$ cat config.mk
export PLATFORM = sky130hd
export DESIGN_NAME = can_mode_ctrl
export DESIGN_NICKNAME = d
export VERILOG_FILES = /design/src/include/can_mode_pkg.sv /design/src/include/wake_if.sv /design/src/wake_pattern_det.sv /design/src/can_mode_ctrl.sv
export VERILOG_INCLUDE_DIRS = /design/src /design/src/include
export SDC_FILE = /design/constraint.sdc
export NUM_CORES = 1
export LEC_CHECK = 0
export ABC_AREA = 1
export ABC_CLOCK_PERIOD_IN_PS = 1800
export BUFFER_PORTS_ARGS = -buffer_cell sky130_fd_sc_hd__buf_2
export CORE_MARGIN = 3
export CORE_UTILIZATION = 54
export DETAILED_ROUTE_END_ITERATION = 16
export HOLD_SLACK_MARGIN = 0.02
export PLACE_DENSITY = 0.84
export RECOVER_POWER = 25
export SYNTH_ARGS = -nofsm -noshare
export SYNTH_HDL_FRONTEND = slang
export SYNTH_SLANG_ARGS = --single-unit
$ cat constraint.sdc
create_clock -name clk -period 1.8 [get_ports clk]
set_clock_uncertainty 0.1 [all_clocks]
set_input_delay 0.36 -clock clk [delete_from_list [all_inputs] [get_ports clk]]
set_output_delay 0.36 -clock clk [all_outputs]
set_load 0.02 [all_outputs]
$ cat src/include/can_mode_params.svh
// timing, offsets and reset values of the transceiver mode controller
// assumes a 200 MHz core clock; all times are given in microseconds
`ifndef CAN_MODE_PARAMS_SVH
`define CAN_MODE_PARAMS_SVH

// ==========================================================
// clock and times
`define CLK_MHZ         200
`define CTRL_OSC_KHZ    100
`define SETTLE_MAX_US   80
`define RST_EXT_MIN_US  20000
`define BUS_IDLE_US     1000
`define DOM_TIMEOUT_US  2000
`define WAKE_PH_US      1
`define WAKE_WIN_US     1000

// ==========================================================
// register map
`define CTRL_OFS        4'h0
`define STAT_OFS        4'h4
`define CTRL_RST        32'h0000_0003
`define CTRL_DOM_EN_BIT 0
`define CTRL_WAKE_EN_BIT 1
`define STAT_WAKE_BIT   4
`define STAT_DOMTO_BIT  5
`define STAT_READY_BIT  6
`define STAT_UV_BIT     7

`endif

$ cat src/include/can_mode_pkg.sv
// state types shared by the mode controller and the wake detector
// assumes nothing of its surroundings
package can_mode_pkg;
    typedef enum logic [1:0] {st_normal, st_standby, st_reset, st_overheat} dev_state_e;
    typedef enum logic [1:0] {bus_active, bus_offline, bus_offbias, bus_off} bus_state_e;
    typedef enum logic [1:0] {bias_zero, bias_half_reg, bias_half_int} bias_e;
    typedef enum logic [1:0] {wk_idle, wk_dom1, wk_rec, wk_dom2} wake_state_e;
endpackage

$ cat src/include/wake_if.sv
// link between the mode controller and the remote wake-up detector
// assumes both ends run on the same clock
interface wake_if;
    logic enable;
    logic bus_dom;
    logic detected;
    modport det (input enable, input bus_dom, output detected);
    modport ctl (output enable, output bus_dom, input detected);
endinterface

$ cat src/wake_pattern_det.sv
// remote wake-up pattern detector: dominant, recessive, dominant phases
// assumes bus_dom is already synchronised to clk
`include "can_mode_params.svh"
module wake_pattern_det
    import can_mode_pkg::*;
#(
    parameter int unsigned PH_CYC  = `WAKE_PH_US * `CLK_MHZ,
    parameter int unsigned WIN_CYC = `WAKE_WIN_US * `CLK_MHZ
) (
    // clock and reset
    input wire logic clk,
    input wire logic nrst,
    // controller side
    wake_if.det      w
);
    wake_state_e st_reg;
    wake_state_e st_next;
    logic [31:0] ph_reg;
    logic [31:0] win_reg;
    logic        prev_reg;

    // ==========================================================
    // phase and window measurement
    wire ph_ok   = ph_reg >= PH_CYC;
    wire win_exp = win_reg >= WIN_CYC - 1;
    wire dom     = w.bus_dom;

    assign w.detected = (st_reg == wk_dom2) && dom && ph_ok && w.enable && !win_exp;

    // ==========================================================
    // pattern sequencer
    always_comb begin
        st_next = st_reg;
        unique case (st_reg)
            wk_idle: if (dom) st_next = wk_dom1;
            wk_dom1: if (!dom) st_next = ph_ok ? wk_rec : wk_idle;
            wk_rec:  if (dom) st_next = ph_ok ? wk_dom2 : wk_idle;
            wk_dom2: if (ph_ok || !dom) st_next = wk_idle;
        endcase
        // a stale partial pattern is thrown away and the search restarts
        if (!w.enable || (st_reg != wk_idle && win_exp)) st_next = wk_idle;
    end

    always_ff @(posedge clk) begin
        if (!nrst) begin
            st_reg   <= wk_idle;
            ph_reg   <= 32'h0000_0000;
            win_reg  <= 32'h0000_0000;
            prev_reg <= 1'b0;
        end else begin
            st_reg   <= st_next;
            prev_reg <= dom;
            ph_reg   <= (dom != prev_reg) ? 32'h0000_0000 : ph_reg + 32'h0000_0001;
            win_reg  <= (st_next == wk_idle) ? 32'h0000_0000 : win_reg + 32'h0000_0001;
        end
    end
endmodule // wake_pattern_det

$ cat src/can_mode_ctrl.sv
// mode and supervision logic of a CAN FD transceiver with regulator
// assumes analog comparators for under-voltage and over-temperature, a
// bus receiver giving bus_dominant_in, and a host on the register port
`include "can_mode_params.svh"

module can_mode_ctrl
    import can_mode_pkg::*;
#(
    parameter int unsigned SETTLE_CYC = `SETTLE_MAX_US * `CLK_MHZ,
    parameter int unsigned RST_EXT_CYC = `RST_EXT_MIN_US * `CLK_MHZ,
    parameter int unsigned IDLE_CYC    = `BUS_IDLE_US * `CLK_MHZ,
    parameter int unsigned DOM_CYC     = `DOM_TIMEOUT_US * `CLK_MHZ,
    parameter int unsigned WAKE_PH_CYC = `WAKE_PH_US * `CLK_MHZ,
    parameter int unsigned WAKE_WIN_CYC = `WAKE_WIN_US * `CLK_MHZ
) (
    // clock and reset
    input  wire logic        clk,
    input  wire logic        nrst,
    // host pins
    input  wire logic        mode_select_n,
    input  wire logic        transmit_data_in,
    output logic             receive_data_out,
    output logic             transceiver_ready_out,
    // open-drain reset line
    input  wire logic        reset_line_n_in,
    output logic             reset_line_n_out,
    output logic             reset_line_n_oe,
    // analog front end
    input  wire logic        bus_dominant_in,
    input  wire logic        regulator_uv_in,
    input  wire logic        over_temp_in,
    output logic             driver_enable_out,
    output logic             driver_dominant_out,
    output logic             hs_receiver_enable,
    output logic             lp_receiver_enable,
    output logic             regulator_enable,
    output logic             bus_float_out,
    output logic [1:0]       bias_midpoint,
    // register port
    input  wire logic [3:0]  reg_addr,
    input  wire logic [31:0] reg_wdata,
    input  wire logic        reg_wr,
    input  wire logic        reg_rd,
    output logic [31:0]      reg_rdata
);
    // ==========================================================
    // input synchronisers
    logic [5:0] s1_reg;
    logic [5:0] s2_reg;
    wire  [5:0] raw = {over_temp_in, regulator_uv_in, bus_dominant_in,
                       transmit_data_in, reset_line_n_in, mode_select_n};

    always_ff @(posedge clk) begin
        if (!nrst) begin
            s1_reg <= 6'h00;
            s2_reg <= 6'h00;
        end else begin
            s1_reg <= raw;
            s2_reg <= s1_reg;
        end
    end

    wire mode_s  = s2_reg[0];
    wire rstn_s  = s2_reg[1];
    wire txd_s   = s2_reg[2];
    wire bdom_s  = s2_reg[3];
    // the 4.3 V threshold sits in the comparator; only its verdict arrives here
    wire uv_s    = s2_reg[4];
    wire ot_s    = s2_reg[5];

    // ==========================================================
    // state registers
    dev_state_e  dev_reg;
    dev_state_e  dev_next;
    bus_state_e  bus_reg;
    bus_state_e  bus_next;
    logic [31:0] settle_reg;
    logic [31:0] ext_reg;
    logic [31:0] idle_reg;
    logic [31:0] dom_reg;
    logic        arm_reg;
    logic        dom_to_reg;
    logic        wake_flag_reg;
    logic        rxd_reg;
    logic        ready_reg;
    logic [31:0] ctrl_reg;
    logic [31:0] rdata_reg;
    logic        wake_det;

    wire in_active  = bus_reg == bus_active;
    wire in_offline = bus_reg == bus_offline;
    wire in_offbias = bus_reg == bus_offbias;
    wire in_standby = in_offline || in_offbias;
    wire dom_en     = ctrl_reg[`CTRL_DOM_EN_BIT];
    wire wake_en    = ctrl_reg[`CTRL_WAKE_EN_BIT];

    // ==========================================================
    // reset line
    wire rst_cause = uv_s || ot_s || dev_reg == st_overheat;
    wire rst_drive = rst_cause || ext_reg != 32'h0000_0000;

    assign reset_line_n_out = 1'b0;
    assign reset_line_n_oe  = rst_drive;

    always_ff @(posedge clk) begin
        if (!nrst) begin
            ext_reg <= RST_EXT_CYC;
        end else if (rst_cause) begin
            ext_reg <= RST_EXT_CYC;
        end else if (ext_reg != 32'h0000_0000) begin
            ext_reg <= ext_reg - 32'h0000_0001;
        end
    end

    // ==========================================================
    // device state machine
    always_comb begin
        dev_next = dev_reg;
        unique case (dev_reg)
            st_normal, st_standby: begin
                if (!rstn_s) dev_next = st_reset;
                else dev_next = mode_s ? st_normal : st_standby;
            end
            st_reset:    if (rstn_s) dev_next = mode_s ? st_normal : st_standby;
            st_overheat: dev_next = st_reset;
        endcase
        if (ot_s) dev_next = st_overheat;
    end

    // ==========================================================
    // bus state machine
    wire idle_exp    = idle_reg >= IDLE_CYC;
    wire settle_done = settle_reg >= SETTLE_CYC - 1;

    always_comb begin
        bus_next = bus_reg;
        unique case (bus_reg)
            bus_off: bus_next = bus_offline;
            bus_active: begin
                if (dev_reg == st_standby)
                    bus_next = idle_exp ? bus_offline : bus_offbias;
            end
            bus_offline: begin
                if (dev_reg == st_normal && settle_done) bus_next = bus_active;
                else if (wake_det) bus_next = bus_offbias;
            end
            bus_offbias: begin
                if (dev_reg == st_normal && settle_done) bus_next = bus_active;
                else if (idle_exp) bus_next = bus_offline;
            end
        endcase
        if (dev_reg == st_reset || dev_reg == st_overheat) bus_next = bus_off;
    end

    always_ff @(posedge clk) begin
        if (!nrst) begin
            dev_reg <= st_reset;
            bus_reg <= bus_off;
        end else begin
            dev_reg <= dev_next;
            bus_reg <= bus_next;
        end
    end

    // analog enable time before the bus goes active
    always_ff @(posedge clk) begin
        if (!nrst || dev_reg != st_normal || in_active || bus_reg == bus_off) begin
            settle_reg <= 32'h0000_0000;
        end else if (!settle_done) begin
            settle_reg <= settle_reg + 32'h0000_0001;
        end
    end

    // ==========================================================
    // bus idle timer, cleared by any dominant level
    always_ff @(posedge clk) begin
        if (!nrst || !(in_active || in_offbias) || bdom_s) begin
            idle_reg <= 32'h0000_0000;
        end else if (!idle_exp) begin
            idle_reg <= idle_reg + 32'h0000_0001;
        end
    end

    // ==========================================================
    // transmit gating and dominant timeout
    always_ff @(posedge clk) begin
        if (!nrst || !in_active) begin
            arm_reg    <= 1'b0;
            dom_reg    <= 32'h0000_0000;
            dom_to_reg <= 1'b0;
        end else if (txd_s) begin
            arm_reg    <= 1'b1;
            dom_reg    <= 32'h0000_0000;
            dom_to_reg <= 1'b0;
        end else begin
            if (dom_reg < DOM_CYC) dom_reg <= dom_reg + 32'h0000_0001;
            if (dom_en && dom_reg >= DOM_CYC - 1) dom_to_reg <= 1'b1;
        end
    end

    // transmit level goes straight to the driver so bit timing sees no latency
    assign driver_enable_out   = in_active && arm_reg && !dom_to_reg;
    assign driver_dominant_out = driver_enable_out && !transmit_data_in;

    // ==========================================================
    // receive output and ready
    always_ff @(posedge clk) begin
        if (!nrst || in_active) begin
            wake_flag_reg <= 1'b0;
        end else if (wake_det) begin
            wake_flag_reg <= 1'b1;
        end
    end

    always_ff @(posedge clk) begin
        if (!nrst) begin
            rxd_reg   <= 1'b1;
            ready_reg <= 1'b0;
        end else begin
            rxd_reg   <= in_active ? !bdom_s : !(in_standby && (wake_flag_reg || wake_det));
            ready_reg <= dev_reg == st_normal && in_active && !uv_s && !dom_to_reg;
        end
    end

    assign receive_data_out      = rxd_reg;
    assign transceiver_ready_out = ready_reg;

    // ==========================================================
    // analog enables
    assign hs_receiver_enable = in_active;
    assign lp_receiver_enable = in_standby;
    // the regulator stays up through reset so that under-voltage can recover
    assign regulator_enable   = dev_reg != st_overheat;
    assign bus_float_out      = bus_reg == bus_off;
    assign bias_midpoint      = in_active ? bias_half_reg : (in_offbias ? bias_half_int : bias_zero);

    // ==========================================================
    // wake-up detector
    wake_if wif ();
    assign wif.enable  = in_standby && wake_en;
    assign wif.bus_dom = bdom_s;
    assign wake_det    = wif.detected;

    wake_pattern_det #(
        .PH_CYC  (WAKE_PH_CYC),
        .WIN_CYC (WAKE_WIN_CYC)
    ) u_wake (
        .clk  (clk),
        .nrst (nrst),
        .w    (wif.det)
    );

    // ==========================================================
    // register port
    wire sel_ctrl = reg_addr == `CTRL_OFS;
    wire sel_stat = reg_addr == `STAT_OFS;
    wire [31:0] stat_word = {24'h00_0000, uv_s, ready_reg, dom_to_reg, wake_flag_reg,
                             bus_reg, dev_reg};
    wire [31:0] rd_mux = sel_ctrl ? ctrl_reg : (sel_stat ? stat_word : 32'h0000_0000);

    always_ff @(posedge clk) begin
        if (!nrst) begin
            ctrl_reg  <= `CTRL_RST;
            rdata_reg <= 32'h0000_0000;
        end else begin
            if (reg_wr && sel_ctrl) ctrl_reg <= {30'h0000_0000, reg_wdata[1:0]};
            rdata_reg <= reg_rd ? rd_mux : 32'h0000_0000;
        end
    end

    assign reg_rdata = rdata_reg;
endmodule // can_mode_ctrl

==> summary.md <==
| Metric | Value |
|---|---|
| Busiest grt layer | met2 |
| Final hold violations | 0 |
| Worst vdd ir | just under 1 mV |
| Core area | 19700 um^2 |
| Met3 global-route usage | around 4.5% |
| Root buffer cell | clkbuf_16 |
| CTS H-tree depth | 1 |
| Max frequency | ~0.38 GHz |
| RSZ-0062 raised after global routing | yes |
| # rows | between 50 and 60 |
| Hold crit path type | in -> reg |
| CP Capture Type | output port |
| Total die area | around 22000 um^2 |
| Worst slew pin tran | between 700 and 800 ps |
| Delay-heaviest family, CP | simple AND/OR/NAND/NOR gates |
| Yosys warns | 0 |
| Post-DP Area | ~12000 um^2 |
| Required @ worst endpoint | ~1300 ps |
| Slew Limit Headroom | between 40% and 50% |
| Critical path's largest stage delay | between 300 and 400 ps |
| Status | complete, but fails checks |
| Crit path max-delay cell type | dfxtp_4 |
| Failing checks | negative setup slack |
| Mapped cell area | 10900 um^2 |
| Max Cap Violations | 0 |
| Clk buf depth | 3 |
| Layout Nets | 1864 |
| Worst-Skew Late Latency | between 500 and 600 ps |
| Dpl hpwl | ~19000 um |
| Largest net degree at the start of global routing | 26 |
| Final setup margin | -822 ps |
| Async S/R FF share, synth | 0% |
| Fillers | approximately 1100 |
| Post-DRT Antenna Nets | 0 |
| GPL Wtd Cong | about 0.94 |
| Starting Density | between 50% and 60% |
| Fin crit period | about 2600 ps |
| GR Layer Usage met2 | 49.6% |
| Share of layout cells above drive strength 1 | between 30% and 40% |
| Leakage | about 6.2 nW |
| Final worst path period share | 146% |
| Floorplan die width | 148 um |
| Synth Instances | roughly 1500 |
| Final setup viols | 176 |
| Critical Path, Cell by Cell | nor2_4, nand2_2, nor2_2, nand2_2, nor2_4, nand4_1, buf_4 |
| Post-route cell area | ~16000 um^2 |
| Pwr dens | just over 700 nW/um^2 |
| Avg Synthesized Cell Area | between 7 and 8 um^2 |
| I/O Buffers | 34 |
| Post-DR wirelength/cell | around 21 um |
| Place WS | -338 ps |
| Boundary pin count | 90 |
| Crit Path Class | reg -> out |
| 1st-iter DRT viols | slightly above 2000 |
| EDFF count, synth | 0 |
| Die Span Y | around 150 um |
| Drt pass-1 iters | 9 |
| WL final | roughly 44000 um |
| Predominant post-synthesis flop cell | dfxtp_1 |
| Synth top area cells | dfxtp_1, nand2_1, nor2_1, inv_1, a21oi_1 |
| Fin. max-slew vios | 0 |
| Synth top area share | slightly above 40% |
| Via/cell ratio | 6.17 |
| Seq/Total Area, Yosys | around 42% |
| Startpoint Class | register |
| Clock net sink count | 226 |
| Critical path fanouts, max | 3 |
| N_diodes | 0 |
| Area growth syn-to-layout | 42.4% |
| Grt ovf | 0 |
| Synth unique cells | between 40 and 50 |
| Buffers and inverters on the worst path | 1 |
| Worst-path clk slew | around 70 ps |
| Global-route wire length before repair | approximately 50000 um |
| Via count | 12900 |
| Critical Path AT | 2160 ps |
| CTS tree | done |
| Yosys reg bits | between 200 and 250 |
| Met1 Usage GRT | about 32% |
| Leading area contributor after synthesis | dfxtp_1 |
| DRC violations left | 0 |
| Number of global-route vias before repair | around 11000 |
| Gr usage total | between 20% and 30% |
| Initial antenna violation count | 1 |
| Num CTS Buffers | 24 |
## logic make-up after synthesis
logic type               count (synthesis)  synth area share [%]
flip-flops                             226                  41.5
buffers and inverters                  272                  10.9
XOR/XNOR                                61                  4.90
AO/OA/AOI/OAI                          174                  9.85
AND/OR/NAND/NOR                        783                  31.5
other                                    1                0.0344
adder cells (fa/ha/maj)                 12                  1.38
## through the flow
step / setup TNS [ps] / utilization, % / power (mW) / instances / hold slack [ps]
after floorplan: 0 / - / 5.58 / 1553 / 290
after global placement: -6000 / 62.2 / 5.72 / 1932 / 294
after detailed placement: -8630 / 62.2 / 5.73 / 1932 / 315
after CTS: -7450 / 72.8 / 11.0 / 2054 / 92.2
after global routing: -52600 / 78.9 / 11.5 / 2089 / 162
final: -42250 / 78.9 / 11.3 / 2089 / 153
## what timing repair did
item | 4_1_cts | 5_1_grt
hold buffers | 8 | 0
endpoints found under the setup margin | 84 | 156
endpoints found under the hold margin | 8 | 0
resized for setup | 142 | 308
buffers inserted | 66 | 57
pin swaps | 65 | 147
cloned | 7 | 2
## layer usage
layer	vias up	wire length [um]	share of wire (%)
li1	5366	-	-
met1	5793	14300	33
met2	1221	19500	45
met3	517	5260	12
met4	2	4650	11
met5	-	14	0.032
## where the power goes
| group | switching [mW] | internal, mW | total (mW) |
|---|---|---|---|
| Clock | 2.18 | 3.08 | 5.26 |
| Sequential | 0.0766 | 5.05 | 5.13 |
| Combinational | 0.575 | 0.321 | 0.896 |
## worst paths after layout
path / from / endpoint / slack, ps / depth (start not counted)
worst min-delay path: nrst / dev_reg[0] / 150 / 3
worst max register to register: u_wake.win_reg[6] / u_wake.win_reg[20] / -560 / 9
worst min register to register: idle_reg[23] / idle_reg[23] / 320 / 2
worst max-delay path: ext_reg[9] / reset_line_n_oe / -820 / 7
## cells in the mapped netlist, types with 3 or more instances
cell,number
and3_1,6
ha_1,12
nand2_2,3
xor2_1,37
a21oi_2,17
nor2_2,7
o21a_1,4
nand4_1,36
xnor2_1,24
a21boi_2,14
inv_2,5
buf_4,28
nor3_1,56
nand2_1,292
nor3b_1,8
nand3_2,4
nor2_1,264
a21boi_0,4
a21oi_1,77
dfxtp_1,226
clkbuf_1,11
nor3_2,4
buf_2,10
nor2_4,3
nand3_1,75
or2_2,4
nor4_1,15
buf_6,6
o21ai_0,47
inv_1,211
## cell usage in the layout, fill, tap and decap left out, types with 13 or more instances in the layout
cell and n:
dfxtp_1 169, nand2_2 37, dfxtp_4 13, conb_1 25, nor2_2 29, buf_12 13
a21boi_2 17, nand3_2 17, buf_2 21, inv_1 187, o21ai_0 35, xor2_1 36
buf_6 38, nand4_1 36, inv_2 21, clkbuf_16 24, clkbuf_1 13, nand3_1 55
nand2_1 245, dfxtp_2 44, xnor2_1 21, a21oi_2 28, nand2_4 13, nor2_1 205
nor2_4 40, buf_4 187, nor3_1 39, a21oi_1 64, nor3_2 16
## final cells by class
type                       count  area [um^2]  area share [%]
clock buffer                  31          667            4.30
clock inverter                13          173            1.11
inverter                     216          832            5.36
multi-input combinational   1057         6480            41.8
sequential                   226         4630            29.8
tap                          265          332            2.14
timing repair buffer         281         2400            15.5
## worst reg2reg max path, delay by kind of cell, from the launching register on
| family | cells | cell delay [ps] |
|---|---|---|
| AOI/OAI and AO/OA | 1 | 250 |
| DFF | 1 | 440 |
| buffers and inverters | 1 | 170 |
| xor gates and xnor gates | 1 | 370 |
| and+or+nand+nor | 6 | 970 |
No activity file was read; power rests on OpenSTA's default activity.
